File: config.mk
export PLATFORM = sky130hd
export DESIGN_NAME = urc_top
export DESIGN_NICKNAME = d
export VERILOG_FILES = /design/src/inc/urc_pkg.sv /design/src/inc/urc_stream_if.sv /design/src/hdl/urc_top.sv /design/src/hdl/urc_fifo.sv /design/src/hdl/urc_rx_shift.sv
export SDC_FILE = /design/constraint.sdc
export NUM_CORES = 1
export LEC_CHECK = 0
export BUFFER_PORTS_ARGS = -buffer_cell sky130_fd_sc_hd__buf_2
export CAP_MARGIN = 0
export CORE_UTILIZATION = 55
export CTS_CLUSTER_DIAMETER = 200
export CTS_CLUSTER_SIZE = 20
export DETAILED_ROUTE_END_ITERATION = 6
export PLACE_DENSITY = 0.84
export SYNTH_ARGS = -nofsm -noshare
export SYNTH_HDL_FRONTEND = slang
export SYNTH_HIERARCHICAL = 1
export SYNTH_SLANG_ARGS = --single-unit
File: constraint.sdc
create_clock -name sys_clk -period 3.35 [get_ports sys_clk]
set_input_delay 0.335 -clock sys_clk [delete_from_list [all_inputs] [get_ports sys_clk]]
set_output_delay 0.335 -clock sys_clk [all_outputs]
set_load 0.1 [all_outputs]
File: src/inc/urc_pkg.sv
// Operation
// - port enable bit 7 hands clock and data pins to the serial port
// - ninth-bit select chooses nine-bit characters, otherwise eight-bit characters
// - single receive bit 5 starts one reception only as synchronous master
// - hardware clears the single receive bit when that reception completes
// - continuous receive bit 4 enables reception while set and no overrun is flagged, in every mode
// - with address detect, only characters with shift bit eight set are loaded
// - address detect acts only in asynchronous mode with nine-bit reception
// - framing fault flag is read-only, resets to zero, zero when none pending
// - overrun fault flag is read-only and reads one after a receive overrun
// - received ninth bit holds the ninth bit of the latest character
// - without address detect every character is accepted, ninth bit usable as parity
package urc_pkg;

  // ---------------------------------------------------------------
  // register map
  // ---------------------------------------------------------------
  localparam logic [7:0] OFF_RCS = 8'h00;
  localparam logic [7:0] OFF_MODE = 8'h04;
  localparam logic [7:0] OFF_BAUD = 8'h08;
  localparam logic [7:0] OFF_DATA = 8'h0C;

  localparam int BIT_SERIAL_PORT_ON = 7;
  localparam int BIT_RX9 = 6;
  localparam int BIT_SINGLE_RECEIVE_REQUEST = 5;
  localparam int BIT_CONTINUOUS_RECEIVE_ON = 4;
  localparam int BIT_ADDRESS_DETECT_ON = 3;
  localparam int BIT_FRAMING_FAULT_FLAG = 2;
  localparam int BIT_OVERRUN_FAULT_FLAG = 1;
  localparam int BIT_RECEIVED_NINTH_BIT = 0;
  localparam int BIT_SYNC = 0;
  localparam int BIT_MASTER = 1;
  localparam int BIT_DATA_VALID = 15;

  localparam logic [15:0] BAUD_RESET = 16'h043D;
  localparam logic [1:0] RESP_OKAY = 2'h0;
  localparam logic [1:0] RESP_SLVERR = 2'h2;

  // ---------------------------------------------------------------
  // datapath shape
  // ---------------------------------------------------------------
  localparam int WORD_W = 9;
  localparam int FIFO_DEPTH = 8;
  localparam int DIV_W = 16;
  localparam logic [3:0] BITS_EIGHT = 4'h8;
  localparam logic [3:0] BITS_NINE = 4'h9;

  typedef enum {RX_IDLE, RX_START, RX_BITS, RX_STOP} urc_rx_state_t;

endpackage : urc_pkg

File: src/inc/urc_stream_if.sv
interface urc_stream_if #(parameter int W = 9);
  logic [W-1:0] data;
  logic valid;
  logic ready;
  modport src(output data, output valid, input ready);
  modport snk(input data, input valid, output ready);
endinterface : urc_stream_if

File: src/hdl/urc_top.sv
module urc_top #(
  parameter int ADDR_W = 8,
  parameter int DEPTH = urc_pkg::FIFO_DEPTH
) (
  input wire logic sys_clk,
  input wire logic rst,
  input wire logic [ADDR_W-1:0] s_axi_awaddr,
  input wire logic s_axi_awvalid,
  output logic s_axi_awready,
  input wire logic [31:0] s_axi_wdata,
  input wire logic [3:0] s_axi_wstrb,
  input wire logic s_axi_wvalid,
  output logic s_axi_wready,
  output logic [1:0] s_axi_bresp,
  output logic s_axi_bvalid,
  input wire logic s_axi_bready,
  input wire logic [ADDR_W-1:0] s_axi_araddr,
  input wire logic s_axi_arvalid,
  output logic s_axi_arready,
  output logic [31:0] s_axi_rdata,
  output logic [1:0] s_axi_rresp,
  output logic s_axi_rvalid,
  input wire logic s_axi_rready,
  input wire logic receive_data_pin,
  input wire logic transmit_clock_pin_in,
  output logic transmit_clock_pin_out,
  output logic transmit_clock_pin_oe_n,
  output logic serial_pins_owned
);

  // ---------------------------------------------------------------
  // state
  // ---------------------------------------------------------------
  logic serial_port_on_reg, serial_port_on_next;
  logic ninth_bit_receive_select_reg, ninth_bit_receive_select_next;
  logic single_receive_request_reg, single_receive_request_next;
  logic continuous_receive_on_reg, continuous_receive_on_next;
  logic address_detect_on_reg, address_detect_on_next;
  logic framing_fault_flag_reg, framing_fault_flag_next;
  logic overrun_fault_flag_reg, overrun_fault_flag_next;
  logic received_ninth_bit_reg, received_ninth_bit_next;
  logic sync_reg, sync_next, master_reg, master_next;
  logic [15:0] baud_reg, baud_next;

  logic aw_have_reg, aw_have_next, w_have_reg, w_have_next;
  logic [7:0] awaddr_reg, awaddr_next;
  logic [31:0] wdata_reg, wdata_next;
  logic [3:0] wstrb_reg, wstrb_next;
  logic bvalid_reg, bvalid_next, rvalid_reg, rvalid_next;
  logic [1:0] bresp_reg, bresp_next, rresp_reg, rresp_next;
  logic [31:0] rdata_reg, rdata_next;

  logic wr_fire, rd_fire, aw_take, w_take;
  logic [7:0] rd_addr;
  logic [7:0] rcs_view;
  logic run, eng_busy, eng_done, eng_stop_ok, eng_clk_out;
  logic [8:0] eng_word;
  logic accept, addr_filter;

  urc_stream_if #(.W(urc_pkg::WORD_W)) fill_s ();
  urc_stream_if #(.W(urc_pkg::WORD_W)) drain_s ();

  // ---------------------------------------------------------------
  // receive engine and buffer
  // ---------------------------------------------------------------
  // single receive only counts as synchronous master; async ignores it
  always_comb begin
    if (!serial_port_on_reg || overrun_fault_flag_reg) begin
      run = 1'b0;
    end else if (sync_reg && master_reg) begin
      run = single_receive_request_reg || continuous_receive_on_reg;
    end else begin
      run = continuous_receive_on_reg;
    end
  end

  urc_rx_shift #(.DW(urc_pkg::DIV_W)) u_shift (
    .sys_clk(sys_clk),
    .rst(rst),
    .run(run),
    .nine(ninth_bit_receive_select_reg),
    .sync_mode(sync_reg),
    .master(master_reg),
    .divisor(baud_reg),
    .data_in(receive_data_pin),
    .clk_in(transmit_clock_pin_in),
    .clk_out(eng_clk_out),
    .busy(eng_busy),
    .done(eng_done),
    .word(eng_word),
    .stop_ok(eng_stop_ok)
  );

  // address filter only in async nine-bit mode
  assign addr_filter = address_detect_on_reg && ninth_bit_receive_select_reg
    && !sync_reg;
  assign accept = eng_done && (!addr_filter || eng_word[8]);

  assign fill_s.data = eng_word;
  assign fill_s.valid = accept;

  urc_fifo #(.W(urc_pkg::WORD_W), .DEPTH(DEPTH)) u_fifo (
    .sys_clk(sys_clk),
    .rst(rst),
    .in_s(fill_s),
    .out_s(drain_s)
  );

  // pins belong to the port only while enabled; clock driven only as sync master
  assign serial_pins_owned = serial_port_on_reg;
  assign transmit_clock_pin_out = eng_clk_out;
  assign transmit_clock_pin_oe_n = !(serial_port_on_reg && sync_reg && master_reg
    && eng_busy);

  // ---------------------------------------------------------------
  // bus handshake
  // ---------------------------------------------------------------
  assign s_axi_awready = !aw_have_reg;
  assign s_axi_wready = !w_have_reg;
  assign s_axi_arready = !rvalid_reg;
  assign s_axi_bvalid = bvalid_reg;
  assign s_axi_bresp = bresp_reg;
  assign s_axi_rvalid = rvalid_reg;
  assign s_axi_rresp = rresp_reg;
  assign s_axi_rdata = rdata_reg;

  assign aw_take = s_axi_awvalid && !aw_have_reg;
  assign w_take = s_axi_wvalid && !w_have_reg;
  assign wr_fire = aw_have_reg && w_have_reg && !bvalid_reg;
  assign rd_fire = s_axi_arvalid && !rvalid_reg;
  assign rd_addr = {s_axi_araddr[7:2], 2'h0};
  // a data read pops one word; reading an empty buffer pops nothing
  assign drain_s.ready = rd_fire && (rd_addr == urc_pkg::OFF_DATA);

  always_comb begin
    rcs_view = '0;
    rcs_view[urc_pkg::BIT_SERIAL_PORT_ON] = serial_port_on_reg;
    rcs_view[urc_pkg::BIT_RX9] = ninth_bit_receive_select_reg;
    rcs_view[urc_pkg::BIT_SINGLE_RECEIVE_REQUEST] = single_receive_request_reg;
    rcs_view[urc_pkg::BIT_CONTINUOUS_RECEIVE_ON] = continuous_receive_on_reg;
    rcs_view[urc_pkg::BIT_ADDRESS_DETECT_ON] = address_detect_on_reg;
    rcs_view[urc_pkg::BIT_FRAMING_FAULT_FLAG] = framing_fault_flag_reg;
    rcs_view[urc_pkg::BIT_OVERRUN_FAULT_FLAG] = overrun_fault_flag_reg;
    rcs_view[urc_pkg::BIT_RECEIVED_NINTH_BIT] = received_ninth_bit_reg;
  end

  always_comb begin
    aw_have_next = aw_have_reg;
    w_have_next = w_have_reg;
    awaddr_next = awaddr_reg;
    wdata_next = wdata_reg;
    wstrb_next = wstrb_reg;
    bvalid_next = bvalid_reg;
    bresp_next = bresp_reg;
    rvalid_next = rvalid_reg;
    rresp_next = rresp_reg;
    rdata_next = rdata_reg;
    if (aw_take) begin
      aw_have_next = 1'b1;
      awaddr_next = {s_axi_awaddr[7:2], 2'h0};
    end
    if (w_take) begin
      w_have_next = 1'b1;
      wdata_next = s_axi_wdata;
      wstrb_next = s_axi_wstrb;
    end
    if (wr_fire) begin
      aw_have_next = 1'b0;
      w_have_next = 1'b0;
      bvalid_next = 1'b1;
      bresp_next = (awaddr_reg == urc_pkg::OFF_RCS || awaddr_reg == urc_pkg::OFF_MODE
        || awaddr_reg == urc_pkg::OFF_BAUD) ? urc_pkg::RESP_OKAY : urc_pkg::RESP_SLVERR;
    end
    if (bvalid_reg && s_axi_bready) begin
      bvalid_next = 1'b0;
    end
    if (rvalid_reg && s_axi_rready) begin
      rvalid_next = 1'b0;
    end
    if (rd_fire) begin
      rvalid_next = 1'b1;
      rresp_next = urc_pkg::RESP_OKAY;
      rdata_next = '0;
      case (rd_addr)
        urc_pkg::OFF_RCS: rdata_next[7:0] = rcs_view;
        urc_pkg::OFF_MODE: begin
          rdata_next[urc_pkg::BIT_SYNC] = sync_reg;
          rdata_next[urc_pkg::BIT_MASTER] = master_reg;
        end
        urc_pkg::OFF_BAUD: rdata_next[15:0] = baud_reg;
        urc_pkg::OFF_DATA: begin
          rdata_next[urc_pkg::BIT_DATA_VALID] = drain_s.valid;
          rdata_next[8:0] = drain_s.valid ? drain_s.data : 9'h000;
        end
        default: rresp_next = urc_pkg::RESP_SLVERR;
      endcase
    end
  end

  // ---------------------------------------------------------------
  // control and status
  // ---------------------------------------------------------------
  always_comb begin
    serial_port_on_next = serial_port_on_reg;
    ninth_bit_receive_select_next = ninth_bit_receive_select_reg;
    single_receive_request_next = single_receive_request_reg;
    continuous_receive_on_next = continuous_receive_on_reg;
    address_detect_on_next = address_detect_on_reg;
    framing_fault_flag_next = framing_fault_flag_reg;
    overrun_fault_flag_next = overrun_fault_flag_reg;
    received_ninth_bit_next = received_ninth_bit_reg;
    sync_next = sync_reg;
    master_next = master_reg;
    baud_next = baud_reg;
    // hardware clear first so that a software set in the same cycle wins
    if (eng_done && sync_reg && master_reg) begin
      single_receive_request_next = 1'b0;
    end
    if (wr_fire && awaddr_reg == urc_pkg::OFF_RCS && wstrb_reg[0]) begin
      serial_port_on_next = wdata_reg[urc_pkg::BIT_SERIAL_PORT_ON];
      ninth_bit_receive_select_next = wdata_reg[urc_pkg::BIT_RX9];
      single_receive_request_next = wdata_reg[urc_pkg::BIT_SINGLE_RECEIVE_REQUEST];
      continuous_receive_on_next = wdata_reg[urc_pkg::BIT_CONTINUOUS_RECEIVE_ON];
      address_detect_on_next = wdata_reg[urc_pkg::BIT_ADDRESS_DETECT_ON];
      // dropping continuous receive is how software recovers from overrun
      if (!wdata_reg[urc_pkg::BIT_CONTINUOUS_RECEIVE_ON]) begin
        overrun_fault_flag_next = 1'b0;
      end
    end
    if (wr_fire && awaddr_reg == urc_pkg::OFF_MODE && wstrb_reg[0]) begin
      sync_next = wdata_reg[urc_pkg::BIT_SYNC];
      master_next = wdata_reg[urc_pkg::BIT_MASTER];
    end
    if (wr_fire && awaddr_reg == urc_pkg::OFF_BAUD) begin
      if (wstrb_reg[0]) begin
        baud_next[7:0] = wdata_reg[7:0];
      end
      if (wstrb_reg[1]) begin
        baud_next[15:8] = wdata_reg[15:8];
      end
    end
    if (accept && fill_s.ready) begin
      framing_fault_flag_next = !eng_stop_ok;
      received_ninth_bit_next = eng_word[8];
    end else if (accept) begin
      overrun_fault_flag_next = 1'b1;
    end
  end

  always_ff @(posedge sys_clk) begin
    if (rst) begin
      serial_port_on_reg <= 1'b0;
      ninth_bit_receive_select_reg <= 1'b0;
      single_receive_request_reg <= 1'b0;
      continuous_receive_on_reg <= 1'b0;
      address_detect_on_reg <= 1'b0;
      framing_fault_flag_reg <= 1'b0;
      overrun_fault_flag_reg <= 1'b0;
      received_ninth_bit_reg <= 1'b0;
      sync_reg <= 1'b0;
      master_reg <= 1'b0;
      baud_reg <= urc_pkg::BAUD_RESET;
      aw_have_reg <= 1'b0;
      w_have_reg <= 1'b0;
      awaddr_reg <= '0;
      wdata_reg <= '0;
      wstrb_reg <= '0;
      bvalid_reg <= 1'b0;
      bresp_reg <= urc_pkg::RESP_OKAY;
      rvalid_reg <= 1'b0;
      rresp_reg <= urc_pkg::RESP_OKAY;
      rdata_reg <= '0;
    end else begin
      serial_port_on_reg <= serial_port_on_next;
      ninth_bit_receive_select_reg <= ninth_bit_receive_select_next;
      single_receive_request_reg <= single_receive_request_next;
      continuous_receive_on_reg <= continuous_receive_on_next;
      address_detect_on_reg <= address_detect_on_next;
      framing_fault_flag_reg <= framing_fault_flag_next;
      overrun_fault_flag_reg <= overrun_fault_flag_next;
      received_ninth_bit_reg <= received_ninth_bit_next;
      sync_reg <= sync_next;
      master_reg <= master_next;
      baud_reg <= baud_next;
      aw_have_reg <= aw_have_next;
      w_have_reg <= w_have_next;
      awaddr_reg <= awaddr_next;
      wdata_reg <= wdata_next;
      wstrb_reg <= wstrb_next;
      bvalid_reg <= bvalid_next;
      bresp_reg <= bresp_next;
      rvalid_reg <= rvalid_next;
      rresp_reg <= rresp_next;
      rdata_reg <= rdata_next;
    end
  end

endmodule : urc_top

File: src/hdl/urc_fifo.sv
module urc_fifo #(
  parameter int W = 9,
  parameter int DEPTH = 8
) (
  input wire logic sys_clk,
  input wire logic rst,
  urc_stream_if.snk in_s,
  urc_stream_if.src out_s
);
  localparam int AW = $clog2(DEPTH);

  logic [W-1:0] mem [DEPTH];
  logic [AW:0] wr_reg, wr_next, rd_reg, rd_next;
  logic push, pop, full, empty;

  // depth must be a power of two: the extra pointer bit tells full from empty
  assign full = (wr_reg[AW] != rd_reg[AW]) && (wr_reg[AW-1:0] == rd_reg[AW-1:0]);
  assign empty = (wr_reg == rd_reg);
  assign in_s.ready = !full;
  assign out_s.valid = !empty;
  assign out_s.data = mem[rd_reg[AW-1:0]];
  assign push = in_s.valid && !full;
  assign pop = out_s.ready && !empty;

  always_comb begin
    wr_next = push ? wr_reg + 1'b1 : wr_reg;
    rd_next = pop ? rd_reg + 1'b1 : rd_reg;
  end

  always_ff @(posedge sys_clk) begin
    if (rst) begin
      wr_reg <= '0;
      rd_reg <= '0;
    end else begin
      wr_reg <= wr_next;
      rd_reg <= rd_next;
    end
  end

  always_ff @(posedge sys_clk) begin
    if (push) begin
      mem[wr_reg[AW-1:0]] <= in_s.data;
    end
  end

endmodule : urc_fifo

File: src/hdl/urc_rx_shift.sv
module urc_rx_shift #(
  parameter int DW = 16
) (
  input wire logic sys_clk,
  input wire logic rst,
  input wire logic run,
  input wire logic nine,
  input wire logic sync_mode,
  input wire logic master,
  input wire logic [DW-1:0] divisor,
  input wire logic data_in,
  input wire logic clk_in,
  output logic clk_out,
  output logic busy,
  output logic done,
  output logic [8:0] word,
  output logic stop_ok
);
  urc_pkg::urc_rx_state_t st_reg, st_next;
  logic [DW-1:0] cnt_reg, cnt_next;
  logic [8:0] sh_reg, sh_next, word_reg, word_next;
  logic [3:0] nb_reg, nb_next, nbits;
  logic ck_reg, ck_next, ckin_reg, done_reg, done_next, stop_reg, stop_next;
  logic tick, sample, last;

  assign nbits = nine ? urc_pkg::BITS_NINE : urc_pkg::BITS_EIGHT;
  assign tick = (cnt_reg == '0);
  // slave samples on the peer clock rising edge, master on its own
  assign sample = sync_mode ? (master ? (tick && !ck_reg) : (clk_in && !ckin_reg)) : tick;
  assign last = (nb_reg == nbits - 4'h1);
  assign clk_out = ck_reg;
  assign busy = (st_reg != urc_pkg::RX_IDLE);
  assign done = done_reg;
  assign word = word_reg;
  assign stop_ok = stop_reg;

  always_comb begin
    st_next = st_reg;
    cnt_next = tick ? divisor : cnt_reg - 1'b1;
    sh_next = sh_reg;
    nb_next = nb_reg;
    ck_next = ck_reg;
    word_next = word_reg;
    stop_next = stop_reg;
    done_next = 1'b0;
    case (st_reg)
      urc_pkg::RX_IDLE: begin
        ck_next = 1'b0;
        nb_next = '0;
        if (run && !sync_mode && !data_in) begin
          st_next = urc_pkg::RX_START;
          cnt_next = divisor >> 1;
        end else if (run && sync_mode) begin
          st_next = urc_pkg::RX_BITS;
          cnt_next = divisor;
        end
      end
      urc_pkg::RX_START: begin
        // a start bit shorter than half a bit is noise
        if (tick) begin
          st_next = data_in ? urc_pkg::RX_IDLE : urc_pkg::RX_BITS;
        end
      end
      urc_pkg::RX_BITS: begin
        if (sync_mode && master && tick) begin
          ck_next = !ck_reg;
        end
        if (sample) begin
          sh_next = {data_in, sh_reg[8:1]};
          nb_next = nb_reg + 4'h1;
          if (last && !sync_mode) begin
            st_next = urc_pkg::RX_STOP;
          end else if (last) begin
            st_next = urc_pkg::RX_IDLE;
            done_next = 1'b1;
            stop_next = 1'b1;
            word_next = nine ? sh_next : {1'b0, sh_next[8:1]};
          end
        end
      end
      urc_pkg::RX_STOP: begin
        if (tick) begin
          st_next = urc_pkg::RX_IDLE;
          done_next = 1'b1;
          stop_next = data_in;
          word_next = nine ? sh_reg : {1'b0, sh_reg[8:1]};
        end
      end
      default: st_next = urc_pkg::RX_IDLE;
    endcase
    if (!run) begin
      st_next = urc_pkg::RX_IDLE;
      done_next = 1'b0;
    end
  end

  always_ff @(posedge sys_clk) begin
    if (rst) begin
      st_reg <= urc_pkg::RX_IDLE;
      cnt_reg <= '0;
      sh_reg <= '0;
      nb_reg <= '0;
      ck_reg <= 1'b0;
      ckin_reg <= 1'b0;
      word_reg <= '0;
      stop_reg <= 1'b1;
      done_reg <= 1'b0;
    end else begin
      st_reg <= st_next;
      cnt_reg <= cnt_next;
      sh_reg <= sh_next;
      nb_reg <= nb_next;
      ck_reg <= ck_next;
      ckin_reg <= clk_in;
      word_reg <= word_next;
      stop_reg <= stop_next;
      done_reg <= done_next;
    end
  end

endmodule : urc_rx_shift

# == Word-level counts from Yosys, hierarchy flattened ==
# Memories as Yosys holds them, arrays and structs flattened. A register that Yosys moved wholly into a read port is not among the register bits.
# Index checks and enable logic that the tools add are counted.
# op_classes
bitwise,1
add_sub_neg,5
reduce_logical,71
eq_ne,20
n_mux,59
# op_table
operator,n
32-bit two-way mux,7
32-bit one-hot mux with 4 select lines,1
32-bit by 2-bit == test with 1-bit output (second input constant),2
16-bit two-way mux,4
9-bit two-way mux,7
32-bit by 1-bit == test with 1-bit output (second input constant),1
1-bit logical AND,32
32-bit zero test,1
32-bit nonzero test,1
1-bit two-way mux,24
6-bit by 2-bit == test with 1-bit output (second input constant),3
6-bit one-hot mux with 3 select lines,1
9-bit one-hot mux with 2 select lines,1
16-bit zero test,1
8-bit zero test,2
16-bit by 1-bit subtractor with 16-bit output (second input constant),1
1-bit zero test,14
4-bit by 1-bit adder with 4-bit output (second input constant),3
6-bit by 1-bit == test with 1-bit output (second input constant),2
2-bit by 1-bit != test with 1-bit output (second input constant),5
1-bit one-hot mux with 2 select lines,5
2-bit AND reduction,5
5-bit AND reduction,2
4-bit == test,2
16 further kinds,29
# word_totals
regBits,156
ram_bits,72
input_bits,61
mem_count,1
output_inout_bits,44
# mem_list
memory,words,word_bits,read_ports,rd_ports_with_merged_regs,write_ports,line_no,text
u_fifo.mem,8,9,1,1,1,urc_fifo.sv:12,logic [W-1:0] mem [DEPTH];

# == Logic depth before layout (Yosys ltp) ==
# depth
depth_word,8
depth_mapped,9

# == Modules after synthesis ==
# The synthesis kept the hierarchy.
# by_module_without_submodules
module,cells_each,n_inst,seq_area_each_um2,area_per_inst_um2
urc_fifo,189,1,2382.3,3475.8
urc_top,368,1,1441.4,3283.1
urc_rx_shift,307,1,880.8,2498.6

# == Worst setup path after synthesis ==
# Ideal clock, no wire load.
# synth_timing
path_type,register -> output
from,reg serial_port_on_reg (netlist: serial_pins_owned)
to,out transmit_clock_pin_oe_n
arrival_time_ns,2.108
stages_incl_launch_ff,2
n_path_buf,0
path_slack_ns,0.907
t_required_ns,3.015
cell_sequence,dfxtp_1 > nand4_1
# synth_between
elab_chain_len,4
# synth_rtl
element,line_no,text
"start, declared",urc_top.sv:34,"logic serial_port_on_reg, serial_port_on_next;"
"start signal, assigned",urc_top.sv:274,serial_port_on_reg <= serial_port_on_next;
1-bit logical AND (2 in a row),urc_top.sv:112,assign transmit_clock_pin_oe_n = !(serial_port_on_reg && sync_reg && master_reg
1-bit logical AND,urc_top.sv:113,&& eng_busy);
1-bit zero test,urc_top.sv:112,
"end, declared",urc_top.sv:27,"output logic transmit_clock_pin_oe_n,"
# No other way between the ends.

# == Worst setup path after layout ==
# layout_timing
from,reg u_shift.cnt_reg[0]
to,reg u_shift.cnt_reg[3]
# layout_between
elab_chain_len,5
elab_cells_between_ends,6
cone_classes,add/sub (1); mux (4); reduce/logical (1)
# layout_rtl
element,line_no,text
"start, declared",urc_rx_shift.sv:20,"logic [DW-1:0] cnt_reg, cnt_next;"
"start signal, assigned",urc_rx_shift.sv:110,cnt_reg <= cnt_next;
16-bit by 1-bit subtractor with 16-bit output or 16-bit zero test (tied branches),"urc_rx_shift.sv:39, urc_rx_shift.sv:27",
16-bit two-way mux *,urc_rx_shift.sv:39,cnt_next = tick ? divisor : cnt_reg - 1'b1;
16-bit two-way mux,urc_rx_shift.sv:53,end else if (run && sync_mode) begin
16-bit two-way mux,urc_rx_shift.sv:50,if (run && !sync_mode && !data_in) begin
16-bit two-way mux *,urc_rx_shift.sv:46,case (st_reg)
# Every way passes the cells marked *; elsewhere a longest branch is shown, timed or not.
# A chain may end at the register's enable or synchronous reset.

==> metrics <==
status=completed; Layout area overhead=11.6%; crit path cell chain=inv_1, ha_1, nor3b_1, and4_1, buf_4, a31oi_1, buf_4, nor2_1, o32ai_1; Cells after DPL=1,117; Post-CTS Repair Setup Buffers=0; Power Dens Cells=541 mW/mm²; yosys warns=6; core area=0.0165 mm²; final-report setup violation count=0; Ports=105; vias in the first global route=6,230; Hold Crit Start=s_axi_wstrb[0]; Root Buffer=clkbuf_16; cts bufs inserted=17; top cell family by delay on the critical path=compound AO/OA/AOI/OAI gates; Syn Std Cell Area=0.00926 mm²; worst vdd ir=0.382 mV; number of diodes=0; Max Clock Skew=0.00818 ns; PortBufs=64; top_reg_cell synth=dfxtp_1; number of synthesized flops with an enable pin=72; largest net degree at the start of global routing=97; Final Hold Viols=0; DPL Wire Length=13,800 µm; Final Instance Area=0.0103 mm²; CP max stage delay=0.69 ns; clk buf depth=2; Slew Limit Fails=0; die footprint=0.0174 mm²; RSZ-0062 raised after global routing=false; Critical Path Start=u_shift/cnt_reg[0]$_SDFF_PP0_; synthesis-stage register bit count=199; vias per cell=5.89; FMAX=379 MHz; Slew headroom=0.192; Post-synth ARST share=0; max FFs per register=72; first-pass GRT wire length=32,400 µm; class of the worst hold path=in2reg; Reg2Reg Setup Slack=0.71 ns; leading cell type in the layout, fill and taps excluded=dfxtp_1; Worst Path Buf+Inv=3; vias=6,766; Crit Path Max Fanout=10; Final period util=0.788; Die Y=132 µm; Critical Path Source Type=register; Critical Path Most Common Cell=buf_4; r2r startpoint=u_shift/cnt_reg[0]$_SDFF_PP0_; WL final=20,200 µm; Crit. End Element=register; DRT iter0 DRCs=802; GRT overflow=0; Die W=132 µm; clk_lat worst skew=0.44 ns; CTS tree=done; CTS H-tree depth=4; fin nets=982; register area share after synthesis=0.508; Mapped Cells=864; Cell Rows=47; placed cell areas=0.00973 mm²; Fin Setup TNS=0 ns; Final min period=2.64 ns; initial antenna violation count=0; # resized after CTS=0; RePlAce Congestion=0.849; worst path required time=3.67 ns; Initial Util=0.560; kind of critical path=reg2reg; Unique masters post-synth=67; post-route ant nets=0; Worst-path clk slew=0.07 ns; # hold bufs at CTS=0; GRT Total Usage=0.240; Mean Syn Cell Area=10.7 µm²; # Max-Cap Violations=0; Tot Pwr=5590 µW; leak pwr=0.00358 µW; most frequent cells in the layout=dfxtp_1 (127), nand2_1 (94), nor2_1 (74), edfxtp_1 (72), buf_2 (63); layout cells sized above 1=0.189; Crit-path slowest cell=a31oi_1; wire length per cell=17.6 µm; Arrival @ worst endpoint=2.97 ns; Remaining DRCs=0; worst slew pin tran=1.21 ns; clk sinks=199; drt pass-1 iters=6; Final Non-Filler Cells=1,149
[cells in the mapped netlist (5+ instances only)]
cell type,instances,area share
a211oi_1,6,0.0049
nor4b_1,5,0.0047
buf_2,6,0.0032
inv_1,14,0.0057
nor4_1,5,0.0034
and3_1,5,0.0034
or3_1,7,0.0047
a22o_1,7,0.0066
nand3b_1,8,0.0065
nand2_1,94,0.038
a31oi_1,5,0.0034
buf_6,5,0.0061
nand4_1,10,0.0068
nor4_4,5,0.011
buf_1,5,0.0020
edfxtp_1,72,0.23
a32oi_1,6,0.0057
nor2b_1,22,0.015
o211ai_1,5,0.0041
nor3_1,18,0.0097
nor3b_1,5,0.0041
clkbuf_1,37,0.015
nor2_1,74,0.030
nand3_1,9,0.0049
mux2_2,16,0.019
o32ai_1,12,0.011
mux4_2,18,0.044
mux2i_1,51,0.055
dfxtp_1,127,0.27
ha_1,5,0.0068
mux2_1,10,0.012
a21oi_1,34,0.018
nand2b_1,48,0.032
o22ai_1,15,0.010
xnor2_1,15,0.014
buf_4,20,0.016
o21ai_0,8,0.0043
[area by class of cell]
type | instances | area (µm²)
Fill cell | 1272 | 6190
Sequential cell | 199 | 4700
Multi-Input combinational cell | 594 | 4180
Timing Repair Buffer | 90 | 518
Clock buffer | 19 | 454
Tap cell | 220 | 275
Clock inverter | 13 | 144
Inverter | 14 | 52.6
[path summary, 6_finish.rpt]
check | end | depth (start not counted)
worst max register to register | u_shift/cnt_reg[3]$_SDFF_PP0_ | 9
worst max-delay path | u_shift/cnt_reg[3]$_SDFF_PP0_ | 9
worst min register to register | wstrb_reg[1]$_SDFFE_PP0P_ | 2
worst min-delay path | wstrb_reg[0]$_SDFFE_PP0P_ | 3
[metrics by stage]
stage / hold WS [ns] / worst slack (ns) / util
2_1_floorplan: 0.436 / 0.907 / -
3_3_place_gp: 0.441 / 0.868 / 0.589
3_5_place_dp: 0.448 / 0.836 / 0.589
4_1_cts: 0.115 / 0.778 / 0.625
5_1_grt: 0.123 / 0.629 / 0.625
6_report: 0.130 / 0.709 / 0.625
[tightest hold or removal path, stage by stage]
cell and delay (ns):
buf_2 0.10, nand2_1 0.04, a21oi_1 0.05
[layer usage]
metal | up-vias | GRT usage | wire length, µm
met5 | - | 0 | 0
met4 | 0 | 0.0911 | 444
met3 | 39 | 0.0404 | 1360
met2 | 276 | 0.378 | 9650
met1 | 3251 | 0.331 | 8800
li1 | 3200 | - | -
[kinds of logic (layout without fill, tap and decap cells)]
group	Yosys count	in the layout	synth area share
adder cells (fa/ha/maj)	5	5	0.00676
AND/OR/NAND/NOR	331	331	0.191
AO/OA/AOI/OAI	125	125	0.0946
other	1	18	0.000405
multiplexers	95	95	0.131
flip-flops	199	199	0.508
XOR/XNOR	20	20	0.0197
buffers and inverters	88	136	0.0488
[power by group]
| part | switching [µW] | leakage, µW | internal (µW) |
|---|---|---|---|
| Sequential | 85.3 | 0.00153 | 2570 |
| Clock | 896 | 0.000298 | 1150 |
| Combinational | 566 | 0.00176 | 323 |
(Power assumes the default switching activity.)
